## src/shared/ppc_pkg.sv

```systemverilog
package ppc_pkg;

  // ************************************************************
  // sizes
  // ************************************************************
  localparam int NPORT = 8;
  localparam int NREG  = 10;
  localparam int NSTAT = 10;
  localparam int NOC   = 4;
  localparam int FILT_N = 4;

  // ************************************************************
  // port window: port p at p*0x40, register r at r*4
  // ************************************************************
  localparam logic [3:0] R_DATA = 4'h0;
  localparam logic [3:0] R_PIN  = 4'h1;
  localparam logic [3:0] R_DIR  = 4'h2;
  localparam logic [3:0] R_PULL = 4'h3;
  localparam logic [3:0] R_POL  = 4'h4;
  localparam logic [3:0] R_PIE  = 4'h5;
  localparam logic [3:0] R_PIF  = 4'h6;
  localparam logic [3:0] R_DIE  = 4'h7;
  localparam logic [3:0] R_RDR  = 4'h8;
  localparam logic [3:0] R_WOM  = 4'h9;

  // global registers
  localparam logic [11:0] A_STAT = 12'h200;
  localparam logic [11:0] A_MASK = 12'h204;
  localparam logic [11:0] A_REQ  = 12'h208;
  localparam logic [11:0] A_OCF  = 12'h20c;
  localparam logic [11:0] A_OCE  = 12'h210;

  // field positions
  localparam int REQ_EN_BIT   = 0;
  localparam int REQ_EDGE_BIT = 1;
  localparam int REQ_PEND_BIT = 2;
  localparam int STAT_REQ_BIT = 8;
  localparam int STAT_OC_BIT  = 9;

  // reset values
  localparam logic [7:0]       CFG_RST  = 8'h00;
  localparam logic [NSTAT-1:0] STAT_RST = 10'h000;
  localparam logic             PIN_IDLE = 1'b1;

  // ************************************************************
  // implemented bits, byte p = port p (E,ADH,ADL,T,S,P,J,L)
  // ************************************************************
  localparam logic [63:0] M_BASIC = 64'h00_03_ff_0f_ff_ff_03_03;
  localparam logic [63:0] M_IN    = 64'h01_03_ff_0f_ff_ff_03_03;
  localparam logic [63:0] M_IRQ   = 64'h01_00_ff_0f_00_ff_03_00;
  localparam logic [63:0] M_DIE   = 64'h01_00_00_00_00_ff_03_00;
  localparam logic [63:0] M_RDR   = 64'h00_00_aa_00_00_00_00_00;
  localparam logic [63:0] M_WOM   = 64'h00_03_00_0f_00_00_00_00;
  // port that owns the over-current bits 7,5,3,1
  localparam int OC_PORT = 5;

  typedef enum logic [1:0] {
    K_DRIVE  = 2'b00,
    K_RECV   = 2'b01,
    K_ODRAIN = 2'b11,
    K_BIDIR  = 2'b10
  } ppc_kind_e;

  // one peripheral request on a pin
  typedef struct packed {
    logic      en;
    ppc_kind_e kind;
    logic      oe;
    logic      out;
  } ppc_per_s;

  // pad control for one pin
  typedef struct packed {
    logic out;
    logic oe;
    logic pull_up;
    logic pull_dn;
    logic in_en;
    logic low_drv;
  } ppc_pad_s;

  function automatic logic [63:0] ppc_mask(input logic [3:0] r);
    case (r)
      R_DATA, R_DIR, R_PULL: ppc_mask = M_BASIC;
      R_PIN, R_POL:          ppc_mask = M_IN;
      R_PIE, R_PIF:          ppc_mask = M_IRQ;
      R_DIE:                 ppc_mask = M_DIE;
      R_RDR:                 ppc_mask = M_RDR;
      R_WOM:                 ppc_mask = M_WOM;
      default:               ppc_mask = '0;
    endcase
  endfunction

endpackage

```

## src/hw/ppc_edge_filt.sv

```systemverilog
`timescale 1ns/1ps
module ppc_edge_filt #(
  parameter int N = ppc_pkg::FILT_N
) (
  // clock and reset
  input  wire logic pclk,
  input  wire logic presetn,
  // sampled level, high when at the active level
  input  wire logic active,
  // one-cycle pulse on a valid edge
  output logic      edge_o
);
  import ppc_pkg::*;

  localparam int CW = $clog2(N + 1);

  logic [CW-1:0] pas_r;
  logic [CW-1:0] pas_nxt;
  logic [CW-1:0] act_r;
  logic [CW-1:0] act_nxt;
  logic          hit;

  // passive run arms, active run fires; any break restarts
  // edge qualification
  always_comb begin
    pas_nxt = pas_r;
    act_nxt = act_r;
    hit     = 1'b0;
    if (!active) begin
      if (act_r != '0) begin
        pas_nxt = CW'(1);
        act_nxt = '0;
      end else if (pas_r != CW'(N)) begin
        pas_nxt = pas_r + CW'(1);
      end
    end else if (pas_r == CW'(N)) begin
      if (act_r == CW'(N - 1)) begin
        hit     = 1'b1;
        pas_nxt = '0;
        act_nxt = '0;
      end else begin
        act_nxt = act_r + CW'(1);
      end
    end else begin
      pas_nxt = '0;
    end
  end

  // counters and pulse
  always_ff @(posedge pclk or negedge presetn) begin
    if (!presetn) begin
      pas_r  <= '0;
      act_r  <= '0;
      edge_o <= 1'b0;
    end else begin
      pas_r  <= pas_nxt;
      act_r  <= act_nxt;
      edge_o <= hit;
    end
  end

  AST_FILT_PASS: assert property (@(posedge pclk) disable iff (!presetn)
    (!active)[*4] ##1 active[*4] |=> edge_o)
    else $error("qualified edge not reported");

  AST_FILT_CAUSE: assert property (@(posedge pclk) disable iff (!presetn)
    edge_o |-> $past(active, 1) && $past(active, 4) && !$past(active, 5)
               && !$past(active, 8))
    else $error("edge reported without full sample runs");

endmodule

```

## src/hw/ppc_port_ctrl.sv

```systemverilog
// The APB interface to the registers and the register addresses were left to the implementer.
`timescale 1ns/1ps
// Function
// - all configuration registers writable anytime; pin input registers ignore writes
// - configuration acts only where it fits the pin's present use
// - unimplemented register bits read back as zero
// - only the per-port bit ranges exist, reduced drive on bits 7,5,3,1
// - pin input register always returns actual pin level
// - data register read returns pin state where direction bit is 0
// - enabled peripheral may override the general-purpose direction
// - among several enabled peripherals the highest ranked one controls the pin; a lower ranked open-drain one still turns the pulldown off
// - serial peripheral controls direction; pull disabled only while output
// - every interrupt source has local enable except nonmaskable request pin
// - port request raised while a flag bit and its enable are set
// - valid edge needs 4 passive then 4 active samples, else restart
module ppc_port_ctrl #(
  parameter int NSLOT = 2
) (
  // clock and reset
  input  wire logic                                          pclk,
  input  wire logic                                          presetn,
  // apb slave
  input  wire logic                                          psel,
  input  wire logic                                          penable,
  input  wire logic                                          pwrite,
  input  wire logic [11:0]                                   paddr,
  input  wire logic [31:0]                                   pwdata,
  output logic      [31:0]                                   prdata,
  output logic                                               pready,
  output logic                                               pslverr,
  // pins
  input  wire logic [ppc_pkg::NPORT-1:0][7:0]                pad_in,
  output ppc_pkg::ppc_pad_s [ppc_pkg::NPORT-1:0][7:0]        pad_o,
  // peripheral requests, slot 0 ranks highest
  input  ppc_pkg::ppc_per_s [ppc_pkg::NPORT-1:0][7:0][NSLOT-1:0] per_i,
  // interrupt sources
  input  wire logic                                          req_pin_n,
  input  wire logic                                          nmi_pin_n,
  input  wire logic [ppc_pkg::NOC-1:0]                       oc_event,
  // interrupt outputs
  output logic      [ppc_pkg::NPORT-1:0]                     port_irq_o,
  output logic                                               req_irq_o,
  output logic                                               oc_irq_o,
  output logic                                               nmi_req_o,
  output logic                                               irq_o
);
  import ppc_pkg::*;

  // ************************************************************
  // bus decode
  // ************************************************************
  wire        setup    = psel & ~penable;
  wire        acc_done = psel & penable & pready;
  wire        wr       = acc_done & pwrite;
  wire        rd_done  = acc_done & ~pwrite;
  wire [2:0]  a_port   = paddr[8:6];
  wire [3:0]  a_reg    = paddr[5:2];
  wire        port_win = (paddr[11:9] == 3'h0) && (paddr[1:0] == 2'h0)
                         && (a_reg < 4'(NREG));
  wire        hit_stat = (paddr == A_STAT);
  wire        hit_mask = (paddr == A_MASK);
  wire        hit_req  = (paddr == A_REQ);
  wire        hit_ocf  = (paddr == A_OCF);
  wire        hit_oce  = (paddr == A_OCE);
  wire        hit_any  = port_win | hit_stat | hit_mask | hit_req
                         | hit_ocf | hit_oce;
  wire        wr_port  = wr & port_win;
  // implemented-bit map of the addressed register, all ports
  wire [63:0] mask_all = ppc_mask(a_reg);

  logic [NPORT-1:0][7:0] port_rd;
  logic [NPORT-1:0]      port_req;
  logic [NSTAT-1:0]      stat_r;
  logic [NSTAT-1:0]      stat_nxt;
  logic [NSTAT-1:0]      mask_r;
  logic                  req_en_r;
  logic                  req_edge_r;
  logic                  req_pend_r;
  logic                  req_pend_nxt;
  logic                  req_prev_r;
  logic                  req_lvl;
  logic [NOC-1:0]        ocf_r;
  logic [NOC-1:0]        ocf_nxt;
  logic [NOC-1:0]        oce_r;
  logic                  oc_lvl;
  logic [31:0]           rd_val;

  // read mux; unmapped addresses answer zero with an error
  // zero fill
  assign rd_val = port_win ? {24'h0, port_rd[a_port]}
                : hit_stat ? {{(32-NSTAT){1'b0}}, stat_r}
                : hit_mask ? {{(32-NSTAT){1'b0}}, mask_r}
                : hit_req  ? {29'h0, req_pend_r, req_edge_r, req_en_r}
                : hit_ocf  ? {{(32-NOC){1'b0}}, ocf_r}
                : hit_oce  ? {{(32-NOC){1'b0}}, oce_r}
                : 32'h0;

  // answer is prepared in setup so every access ends with no wait
  always_ff @(posedge pclk or negedge presetn) begin
    if (!presetn) begin
      pready  <= 1'b0;
      prdata  <= 32'h0;
      pslverr <= 1'b0;
    end else begin
      pready  <= setup;
      if (setup) begin
        prdata  <= pwrite ? 32'h0 : rd_val;
        pslverr <= ~hit_any;
      end
    end
  end

  // ************************************************************
  // per-port registers and pins
  // ************************************************************
  genvar p;
  genvar b;
  generate
    for (p = 0; p < NPORT; p++) begin : g_port
      logic [NREG-1:0][7:0] cfg_r;
      logic [7:0]           pif_r;
      logic [7:0]           edge_hit;
      wire  [7:0]           m_pin  = M_IN[p*8 +: 8];
      wire  [7:0]           m_bas  = M_BASIC[p*8 +: 8];
      wire  [7:0]           m_die  = M_DIE[p*8 +: 8];
      wire  [7:0]           m_irq  = M_IRQ[p*8 +: 8];
      wire  [7:0]           pin_m  = pad_in[p] & m_pin;
      wire  [7:0]           dir    = cfg_r[R_DIR];
      wire                  sel    = (a_port == 3'(p));
      wire                  wr_cfg = wr_port & sel & (a_reg != R_PIN)
                                     & (a_reg != R_PIF);
      wire                  wr_pif = wr_port & sel & (a_reg == R_PIF);
      wire  [7:0]           wmask  = mask_all[p*8 +: 8];

      assign port_rd[p] = (a_reg == R_PIN)  ? pin_m
                        : (a_reg == R_DATA) ? (((cfg_r[R_DATA] & dir)
                                              | (pin_m & ~dir)) & m_bas)
                        : (a_reg == R_PIF)  ? pif_r
                        : cfg_r[a_reg];
      assign port_req[p] = |(pif_r & cfg_r[R_PIE]);

      always_ff @(posedge pclk or negedge presetn) begin
        if (!presetn) begin
          cfg_r <= {NREG{CFG_RST}};
        end else if (wr_cfg) begin
          cfg_r[a_reg] <= pwdata[7:0] & wmask;
        end
      end

      // flags clear by writing one; a new edge wins over the clear
      always_ff @(posedge pclk or negedge presetn) begin
        if (!presetn) begin
          pif_r <= CFG_RST;
        end else begin
          pif_r <= ((pif_r & ~(wr_pif ? pwdata[7:0] : 8'h00)) | edge_hit)
                   & m_irq;
        end
      end

      for (b = 0; b < 8; b++) begin : g_bit
        logic     oe;
        logic     out;
        logic     od;
        logic     pd_off;
        logic     drv;
        ppc_pad_s pad_nxt;

        // active level follows the polarity select
        ppc_edge_filt #(
          .N       (FILT_N)
        ) u_filt (
          .pclk    (pclk),
          .presetn (presetn),
          .active  (pad_in[p][b] ~^ cfg_r[R_POL][b]),
          .edge_o  (edge_hit[b])
        );

        // lowest slot number is applied last and therefore wins
        // peripheral override
        always_comb begin
          oe     = dir[b];
          out    = cfg_r[R_DATA][b];
          od     = cfg_r[R_WOM][b];
          pd_off = 1'b0;
          for (int s = NSLOT - 1; s >= 0; s--) begin
            if (per_i[p][b][s].en) begin
              case (per_i[p][b][s].kind)
                K_DRIVE: begin
                  oe  = 1'b1;
                  out = per_i[p][b][s].out;
                  od  = 1'b0;
                end
                K_RECV: begin
                  oe = 1'b0;
                end
                K_BIDIR: begin
                  oe  = per_i[p][b][s].oe;
                  out = per_i[p][b][s].out;
                  od  = 1'b0;
                end
                K_ODRAIN: begin
                  oe     = 1'b1;
                  out    = per_i[p][b][s].out;
                  od     = 1'b1;
                  pd_off = 1'b1;
                end
                default: begin
                  oe = dir[b];
                end
              endcase
            end
          end
          // an open-drain pin drives only its low level
          drv = oe & ~(od & out);
        end

        // pulls act only while the pin is not driven
        // pull only when released
        assign pad_nxt.out     = out & ~od;
        assign pad_nxt.oe      = drv & m_bas[b];
        assign pad_nxt.pull_up = cfg_r[R_PULL][b] & ~cfg_r[R_POL][b] & ~drv;
        assign pad_nxt.pull_dn = cfg_r[R_PULL][b] & cfg_r[R_POL][b] & ~drv
                                 & ~pd_off;
        assign pad_nxt.in_en   = m_pin[b] & (m_die[b] ? cfg_r[R_DIE][b] : 1'b1);
        assign pad_nxt.low_drv = cfg_r[R_RDR][b];

        // pad controls leave through a flop
        always_ff @(posedge pclk or negedge presetn) begin
          if (!presetn) begin
            pad_o[p][b] <= '0;
          end else begin
            pad_o[p][b] <= pad_nxt;
          end
        end

        AST_PULL_OFF_DRIVE: assert property (@(posedge pclk) disable iff (!presetn)
          pad_o[p][b].oe |-> !pad_o[p][b].pull_up && !pad_o[p][b].pull_dn)
          else $error("pull active on a driven pin");

        AST_FORCE_OUT: assert property (@(posedge pclk) disable iff (!presetn)
          (m_bas[b] && per_i[p][b][0].en && per_i[p][b][0].kind == K_DRIVE)
          |=> pad_o[p][b].oe && pad_o[p][b].out == $past(per_i[p][b][0].out))
          else $error("driving peripheral did not take the pin");

        AST_RANK: assert property (@(posedge pclk) disable iff (!presetn)
          (per_i[p][b][0].en && per_i[p][b][0].kind == K_RECV)
          |=> !pad_o[p][b].oe)
          else $error("lower ranked peripheral drove the pin");

        AST_ODRAIN: assert property (@(posedge pclk) disable iff (!presetn)
          (per_i[p][b][0].en && per_i[p][b][0].kind == K_ODRAIN)
          |=> !pad_o[p][b].pull_dn && !pad_o[p][b].out)
          else $error("open-drain pin drove high or kept pulldown");
      end

      AST_PORT_IRQ: assert property (@(posedge pclk) disable iff (!presetn)
        port_req[p] |=> port_irq_o[p])
        else $error("port request not raised");
    end
  endgenerate

  // ************************************************************
  // request pin, nonmaskable pin, over-current
  // ************************************************************
  wire wr_req  = wr & hit_req;
  wire fall    = req_prev_r & ~req_pin_n;
  wire req_clr = wr_req & pwdata[REQ_PEND_BIT];
  wire [NOC-1:0] oc_clr = (wr & hit_ocf) ? pwdata[NOC-1:0] : '0;

  // disabling drops a pending request; a new edge beats the clear
  // local enables
  assign req_pend_nxt = req_en_r & ((req_pend_r & ~req_clr)
                        | (req_edge_r & fall));
  assign req_lvl      = req_en_r & (req_edge_r ? req_pend_nxt : ~req_pin_n);
  assign ocf_nxt      = (ocf_r & ~oc_clr) | oc_event;
  assign oc_lvl       = |(ocf_nxt & oce_r);

  // request pin control and state
  always_ff @(posedge pclk or negedge presetn) begin
    if (!presetn) begin
      req_en_r   <= 1'b0;
      req_edge_r <= 1'b0;
      req_pend_r <= 1'b0;
      req_prev_r <= PIN_IDLE;
    end else begin
      if (wr_req) begin
        req_en_r   <= pwdata[REQ_EN_BIT];
        req_edge_r <= pwdata[REQ_EDGE_BIT];
      end
      req_pend_r <= req_pend_nxt;
      req_prev_r <= req_pin_n;
    end
  end

  // over-current flags and enables
  always_ff @(posedge pclk or negedge presetn) begin
    if (!presetn) begin
      ocf_r <= '0;
      oce_r <= '0;
    end else begin
      ocf_r <= ocf_nxt;
      if (wr & hit_oce) begin
        oce_r <= pwdata[NOC-1:0];
      end
    end
  end

  // ************************************************************
  // interrupt status, mask, outputs
  // ************************************************************
  wire [NSTAT-1:0] lvl_now = {oc_lvl, req_lvl, port_req};
  wire [NSTAT-1:0] lvl_old = {oc_irq_o, req_irq_o, port_irq_o};
  // only bits the reader actually saw are cleared, so a late set survives
  wire [NSTAT-1:0] rd_clr  = (rd_done & hit_stat) ? prdata[NSTAT-1:0] : '0;

  assign stat_nxt = (stat_r & ~rd_clr) | (lvl_now & ~lvl_old);

  // source levels and summary line
  always_ff @(posedge pclk or negedge presetn) begin
    if (!presetn) begin
      stat_r     <= STAT_RST;
      mask_r     <= STAT_RST;
      port_irq_o <= '0;
      req_irq_o  <= 1'b0;
      oc_irq_o   <= 1'b0;
      nmi_req_o  <= 1'b0;
      irq_o      <= 1'b0;
    end else begin
      stat_r     <= stat_nxt;
      if (wr & hit_mask) begin
        mask_r <= pwdata[NSTAT-1:0];
      end
      port_irq_o <= port_req;
      req_irq_o  <= req_lvl;
      oc_irq_o   <= oc_lvl;
      nmi_req_o  <= ~nmi_pin_n; // no local enable on purpose
      irq_o      <= |(stat_nxt & mask_r);
    end
  end

  AST_PIN_READBACK: assert property (@(posedge pclk) disable iff (!presetn)
    (setup && !pwrite && port_win && a_reg == R_PIN)
    |=> prdata[7:0] == ($past(pad_in[a_port]) & $past(M_IN[a_port*8 +: 8])))
    else $error("pin register did not return pin level");

  AST_UNIMPL_ZERO: assert property (@(posedge pclk) disable iff (!presetn)
    (setup && !pwrite && port_win)
    |=> prdata[31:8] == 24'h0
        && (prdata[7:0] & ~$past(mask_all[a_port*8 +: 8])) == 8'h00)
    else $error("unimplemented bit read nonzero");

  AST_REQ_OFF: assert property (@(posedge pclk) disable iff (!presetn)
    (!req_en_r && !$past(req_en_r)) |-> !req_irq_o)
    else $error("request pin fired while disabled");

  AST_NMI: assert property (@(posedge pclk) disable iff (!presetn)
    !nmi_pin_n |=> nmi_req_o)
    else $error("nonmaskable request lost");

endmodule

```

## config.mk

```make
export PLATFORM = sky130hd
export DESIGN_NAME = ppc_port_ctrl
export DESIGN_NICKNAME = d
export VERILOG_FILES = /design/src/shared/ppc_pkg.sv /design/src/hw/ppc_edge_filt.sv /design/src/hw/ppc_port_ctrl.sv
export SDC_FILE = /design/constraint.sdc
export NUM_CORES = 2
export LEC_CHECK = 0
export BUFFER_PORTS_ARGS = -buffer_cell sky130_fd_sc_hd__buf_4
export CAP_MARGIN = 20
export CORE_AREA = 2 2 462 464
export DETAILED_ROUTE_END_ITERATION = 6
export DIE_AREA = 0 0 464 466
export GPL_TIMING_DRIVEN = 0
export PLACE_DENSITY_LB_ADDON = 0.05
export SETUP_SLACK_MARGIN = 0.02
export SYNTH_ARGS = -nofsm -noshare
export SYNTH_HDL_FRONTEND = slang
export SYNTH_SLANG_ARGS = --single-unit
export TNS_END_PERCENT = 20
```

## constraint.sdc

```tcl
create_clock -name pclk -period 2.3 [get_ports pclk]
set_clock_uncertainty 0.05 [all_clocks]
set_input_delay 0.46 -clock pclk [delete_from_list [all_inputs] [get_ports pclk]]
set_output_delay 0.46 -clock pclk [all_outputs]
set_load 0.01 [all_outputs]
```

* Word level (Yosys, flattened, before mapping)
Memories as Yosys holds them, arrays and structs flattened.
Index checks and enable logic that the tools add are counted.
** Storage, ports and cells
- Register bits :: 1201
- Logic and storage cells :: 4025
- ROM bits :: 560
- Memory bits (writable) :: 0
- Latch bits :: 0
- Memories :: 1
** Memories
- (no name shown) :: words 16, width 35, read ports 1, clocked after Yosys merged registers in 0, wr ports 0, line ppc_pkg.sv:83 : case (r)
** Cells by class
- Bitwise operators :: 979
- Shift-type cells :: 0
- Multiply operators :: 0
- Muxes and demuxes :: 1367
- Div/mod/pow operators :: 0
- Add/sub/neg operators :: 46
- Equality and inequality tests :: 515
- $lt $le $gt $ge :: 4
- Reduce and logical (&&, ||, !) cells :: 641
** Operators with widths (number)
- two-way mux 1 bit :: 839
- bitwise mux 80 bit :: 8
- two-way mux 3 bit :: 207
- bitwise AND 1 bit :: 559
- equality test 2 bit, second input constant :: 256
- OR reduction 2 bit :: 256
- case mux 1 bit (3 select lines) :: 128
- OR reduction 3 bit :: 128
- inverter 1 bit :: 327
- two-way mux 8 bit :: 36
- zero test 2 bit :: 129
- binary-select mux 8 bit (select 4 bit) :: 8
- equality test 2 x 1 -> 1 bit, second input constant :: 128
- case mux 1 bit (2 select lines) :: 128
- bitwise AND 8 bit :: 18
- adder 3 x 1 -> 3 bit, second input constant :: 46
- != test 3 bit, second input constant :: 46
- nonzero test 3 bit :: 46
- AND reduction 2 bit :: 46
- equality test 3 bit, second input constant :: 27
- equality test 3 x 2 -> 1 bit, second input constant :: 25
- equality test 12 x 10 -> 1 bit, second input constant :: 5
- two-way mux 10 bit :: 5
- != test 2 bit, second input constant :: 23
- 36 further kinds :: 128

* Longest topological paths before layout
- Depth after elaboration :: 15
- Mapped depth :: 11

* Hierarchy
A second synthesis with hierarchy kept.
** Second synthesis, totals
- Cells, all modules :: 4346
- Area, all modules :: 43151.4 um^2
** Modules (own cells, without submodules)
- ppc_port_ctrl :: area each 34038.9 um^2, cells an instance 3430, times used 1
- ppc_edge_filt at g_port[1].g_bit[0].u_filt ... :: area each 382.9 um^2, cells an instance 38, times used 16
- ppc_edge_filt at g_port[5].g_bit[1].u_filt ... :: area each 426.7 um^2, cells an instance 44, times used 7

* Worst setup path after synthesis
Ideal clock, no wire load.
- Path type :: in2reg
- Start :: input paddr[3]
- End :: register irq_o
- Setup slack :: -379 ps
- Arrival time :: 2498 ps
- Path buffers :: 3
- Required time :: 2119 ps
- Stages :: 9
- Cells stage by stage :: buf_2 -> or4_1 -> clkbuf_1 -> nor4_4 -> buf_4 -> a21oi_1 -> a2111oi_2 -> nand3_1 -> or3_1
** On the way
- Longest elaborated chain between the ends :: 13
- Elaborated cells between the ends (all ways) :: 26
- Classes of those cells :: 3 x eq/ne; 3 x mux; 18 x bitwise; 2 x reduce/logical
** Ends and longest elaborated chain
- from (decl) :: line ppc_port_ctrl.sv:26 : input wire logic [11:0] paddr,
- equality test 12 x 10 -> 1 bit :: line ppc_port_ctrl.sv:62 : wire hit_req = (paddr == A_REQ);
- bitwise AND 1 bit :: line ppc_port_ctrl.sv:265 : wire wr_req = wr & hit_req;
- bitwise AND 1 bit :: line ppc_port_ctrl.sv:267 : wire req_clr = wr_req & pwdata[REQ_PEND_BIT];
- inverter 1 bit :: line ppc_port_ctrl.sv:272 : assign req_pend_nxt = req_en_r & ((req_pend_r & ~req_clr)
- bitwise AND 1 bit :: line ppc_port_ctrl.sv:272
- OR 1 bit :: line ppc_port_ctrl.sv:273 : | (req_edge_r & fall));
- bitwise AND 1 bit :: line ppc_port_ctrl.sv:272
- two-way mux 1 bit :: line ppc_port_ctrl.sv:274 : assign req_lvl = req_en_r & (req_edge_r ? req_pend_nxt : ~req_pin_n);
- bitwise AND 1 bit :: line ppc_port_ctrl.sv:274
- bitwise AND 10 bit :: line ppc_port_ctrl.sv:316 : assign stat_nxt = (stat_r & ~rd_clr) | (lvl_now & ~lvl_old);
- OR 10 bit * :: line ppc_port_ctrl.sv:316
- bitwise AND 10 bit * :: line ppc_port_ctrl.sv:337 : irq_o <= |(stat_nxt & mask_r);
- OR reduction 10 bit * :: line ppc_port_ctrl.sv:337
- to (signal assigned) :: line ppc_port_ctrl.sv:337
- to (decl) :: line ppc_port_ctrl.sv:45 : output logic irq_o
Mark *: on every way between the ends. The rest lies on a longest branch, timed or not.
A chain may end at the register's enable or synchronous reset.

* Final worst setup path
- Start :: register g_port[2].pif_r[7]
- End :: register irq_o
** On the way
- Longest elaborated chain between the ends :: 6
** Ends and longest elaborated chain
- from (decl) :: line ppc_port_ctrl.sv:121 : logic [7:0] pif_r;
- from (signal assigned) :: line ppc_port_ctrl.sv:155 : pif_r <= ((pif_r & ~(wr_pif ? pwdata[7:0] : 8'h00)) | edge_hit)
- bitwise AND 8 bit :: line ppc_port_ctrl.sv:140 : assign port_req[p] = |(pif_r & cfg_r[R_PIE]);
- OR reduction 8 bit :: line ppc_port_ctrl.sv:140
- bitwise AND 10 bit :: line ppc_port_ctrl.sv:316
- OR 10 bit :: line ppc_port_ctrl.sv:316
- bitwise AND 10 bit :: line ppc_port_ctrl.sv:337
- OR reduction 10 bit :: line ppc_port_ctrl.sv:337
Every way passes these cells.

==> impl_metrics.env <==
export IMPL_status="complete, but fails checks"
export IMPL_violations="negative setup slack"
export IMPL_antenna_found_initial=32
export IMPL_clk_latency_ps=750
export IMPL_overflow=0
export IMPL_power_density_mw_per_mm2=661
export IMPL_synthesis_area_mm2=0.0439
export IMPL_end_kind="flop"
export IMPL_seq_area_frac_synth=0.448
export IMPL_cap_violations=0
export IMPL_track_usage=0.182
export IMPL_dieHeight_um=466
export IMPL_p_leak_nw=30.8
export IMPL_fp_row_count=169
export IMPL_fillers=22100
export IMPL_drt_iter0_markers=2212
export IMPL_sw_frac_of_total=0.296
export IMPL_synth_cell_type_count=91
export IMPL_synth_top_family_by_area="compound AO/OA/AOI/OAI gates"
export IMPL_fin_util=0.295
export IMPL_port_buffers=878
export IMPL_postSynthAreaPerCell_um2=10.3
export IMPL_rsz0062_at_grt="yes"
export IMPL_finalHoldViolations=0
export IMPL_cts_tree="built"
export IMPL_synth_compound_area_share=0.135
export IMPL_fin_cells=8581
export IMPL_p_int_mw=29.0
export IMPL_synth_warnings=0
export IMPL_cts_root_buffer="clkbuf_16"
export IMPL_synth_top_area_share=0.448
export IMPL_synthMuxAreaShare=0.105
export IMPL_timing_fmax_mhz=420
export IMPL_postLayoutSetupSlackWorst_ps=-83.1
export IMPL_worstPathMaxFanout=3
export IMPL_cp_required_ps=2870
export IMPL_yosysTopAreaCell="dfrtp_1"
export IMPL_worst_pin_slew_ps=1110
export IMPL_pwr_share_seq=0.375
export IMPL_slew_violations=0
export IMPL_synth_edff_count=0
export IMPL_cts_inserted_buffers=106
export IMPL_drive_above_1_share=0.315
export IMPL_synth_xor_area_frac=0.0122
export IMPL_synthArstFlopShare=1.00
export IMPL_synthSimpleGateAreaFrac=0.131
export IMPL_drt_wl_total_um=201000
export IMPL_dp_hpwl_um=158000
export IMPL_htree_levels=3
export IMPL_core_mm2=0.211
export IMPL_syn_inst=4254
export IMPL_die_w_um=464
export IMPL_hold_path_class="input pin to flop"
export IMPL_worst_ep_arrival_time_ps=2950
export IMPL_synthAdderAreaFrac=0.0960
export IMPL_finalSetupViolations=4
export IMPL_die_area_mm2=0.216
export IMPL_p_switching_mw=12.2
export IMPL_wl_per_cell_um=23.5
export IMPL_ir_worst_vdd_mv=0.578
export IMPL_syn_to_final_growth_pct=41.9
export IMPL_fin_crit_ps=2380
export IMPL_vias_per_cell=4.31
export IMPL_yosys_register_bits=787
export IMPL_grt_max_degree=101
export IMPL_ant_nets=0
export IMPL_p_clk_frac=0.433
export IMPL_dr_pass1_iters=5
export IMPL_layout_nets=6754
export IMPL_worst_setup_path_type="flop to flop"
export IMPL_post_route_period_util=1.04
export IMPL_initial_core_util=0.208
export IMPL_gp_congestion=0.863
export IMPL_power_frac_comb=0.192
export IMPL_clockBufferDepth=3
export IMPL_ios=1189
export IMPL_vias=37000
export IMPL_yosysMostFrequentCell="dfrtp_1"
export IMPL_grt_pass1_vias=37700
export IMPL_grt_pass1_wl_um=283000
export IMPL_clock_sinks=787
export IMPL_dominantRegCellSynth="dfrtp_1"
export IMPL_crit_path_start_kind="flop"
export IMPL_clk_pin_slew_ps=60
export IMPL_netlist_top_cells_area="dfrtp_1, ha_1, mux2_2"
export IMPL_dp_cells=8152
export IMPL_drc=0
export IMPL_yosys_top_cells_count="dfrtp_1, nand2_1, ha_1, inv_1, o21ai_0"
export IMPL_slew_limit_headroom=0.263
==> cells by family (layout without fill, tap and decap cells) <==
group,after synthesis,after routing
muxes,380,380
AOI/OAI and AO/OA,881,881
buffers and inverters,654,1977
adders and majority gates,337,337
DFF,787,787
and+or+nand+nor,1152,1152
other,2,185
xor gates and xnor gates,61,61
==> power by group through the flow <==
stage / Combinational (mW) / Clock [mW] / Sequential [mW]
2_1_floorplan: 4.28 / 0 / 15.6
3_3_place_gp: 7.40 / 0 / 15.7
3_5_place_dp: 7.51 / 0 / 15.7
4_1_cts: 7.96 / 18.5 / 15.5
5_1_grt: 8.93 / 19.1 / 15.6
6_report: 7.92 / 17.8 / 15.5
==> routing by layer <==
layer	GRT usage	part of all wire	vias to the layer above
met4	0.0588	0.032	12
met3	0.0434	0.071	302
met2	0.306	0.48	1230
met1	0.228	0.42	18100
met5	0	0.00037	-
li1	-	-	17300
==> sequential cells by signal, summed over array words and instances, names as in the netlist, 4 cells and up <==
register and count:
g_port.cfg_r 300, pad_o 215, g_port.g_bit.u_filt.act_r 69, g_port.g_bit.u_filt.pas_r 69
g_port.dir 35, g_port.g_bit.u_filt.edge_o 23, g_port.pif_r 23, mask_r 10
prdata 10, stat_r 10, port_irq_o 5, oce_r 4
ocf_r 4
==> per-stage QoR <==
| stage | hold WS [ps] | TNS [ps] | power (mW) | instance area (um^2) | setup slack, ps |
|---|---|---|---|---|---|
| global route | 23.6 | -113 | 43.6 | 62300 | -93.6 |
| global placement | 332 | -8667370 | 23.1 | 54800 | -10170 |
| CTS | 1.79 | -128 | 42.0 | 61900 | -128 |
| floorplan | 114 | -49960 | 19.9 | 44700 | -334 |
| detailed placement | 335 | -645560 | 23.2 | 55300 | -3000 |
| finish | 33.9 | -164 | 41.2 | 62400 | -83.1 |
==> final timing paths <==
check	slack, ps	end	start	cells after the start
max	-80	irq_o	g_port[2].pif_r[7]	6
min	30	pad_o[98]	per_i[169]	4
max reg2reg	-80	irq_o	g_port[2].pif_r[7]	6
min reg2reg	350	pad_o[276]	g_port[5].cfg_r[70]	0
max in group asynchronous	360	g_port[1].g_bit[1].u_filt.act_r[2]	presetn	5
min in group asynchronous	280	pad_o[305]	presetn	3
==> critical path, cell delays in order, from the launching register on <==
cell and delay, ps:
dfrtp_1 410, a22oi_2 280, a41oi_2 290, a22o_1 290, a2111oi_4 420, nand3_1 150
or3_4 360
==> what timing repair did <==
item / CTS / global route
pin swaps: 22 / 33
endpoints found under the hold margin: 193 / 0
hold buffers: 181 / 0
gates resized for setup: 246 / 61
setup endpoints to repair: 351 / 121
buffers inserted: 22 / 18
==> cell usage in the layout, fill, tap and decap left out, types with 82 or more instances in the layout <==
cell type / instances
nand2_1: 418
ha_1: 337
dlygate4sd3_1: 180
nor2b_1: 159
clkbuf_16: 109
mux2_2: 219
clkbuf_1: 82
o21ai_0: 261
and2_1: 103
mux2i_1: 114
buf_4: 1112
conb_1: 172
a21oi_1: 147
inv_1: 315
nor2_1: 179
dfrtp_1: 780
==> layout make-up <==
type                       instances  area [um^2]  share of cell area
timing repair buffer            1128         9300               0.149
clock inverter                    50          601             0.00963
sequential                       787        19700               0.316
multi-input combinational       2983        22400               0.359
buffer                           335         2500              0.0400
tap                             2821         3530              0.0566
antenna                           13         32.5            0.000522
clock buffer                     147         3110              0.0499
inverter                         317         1210              0.0193
Power figures use the tool's default switching activity.
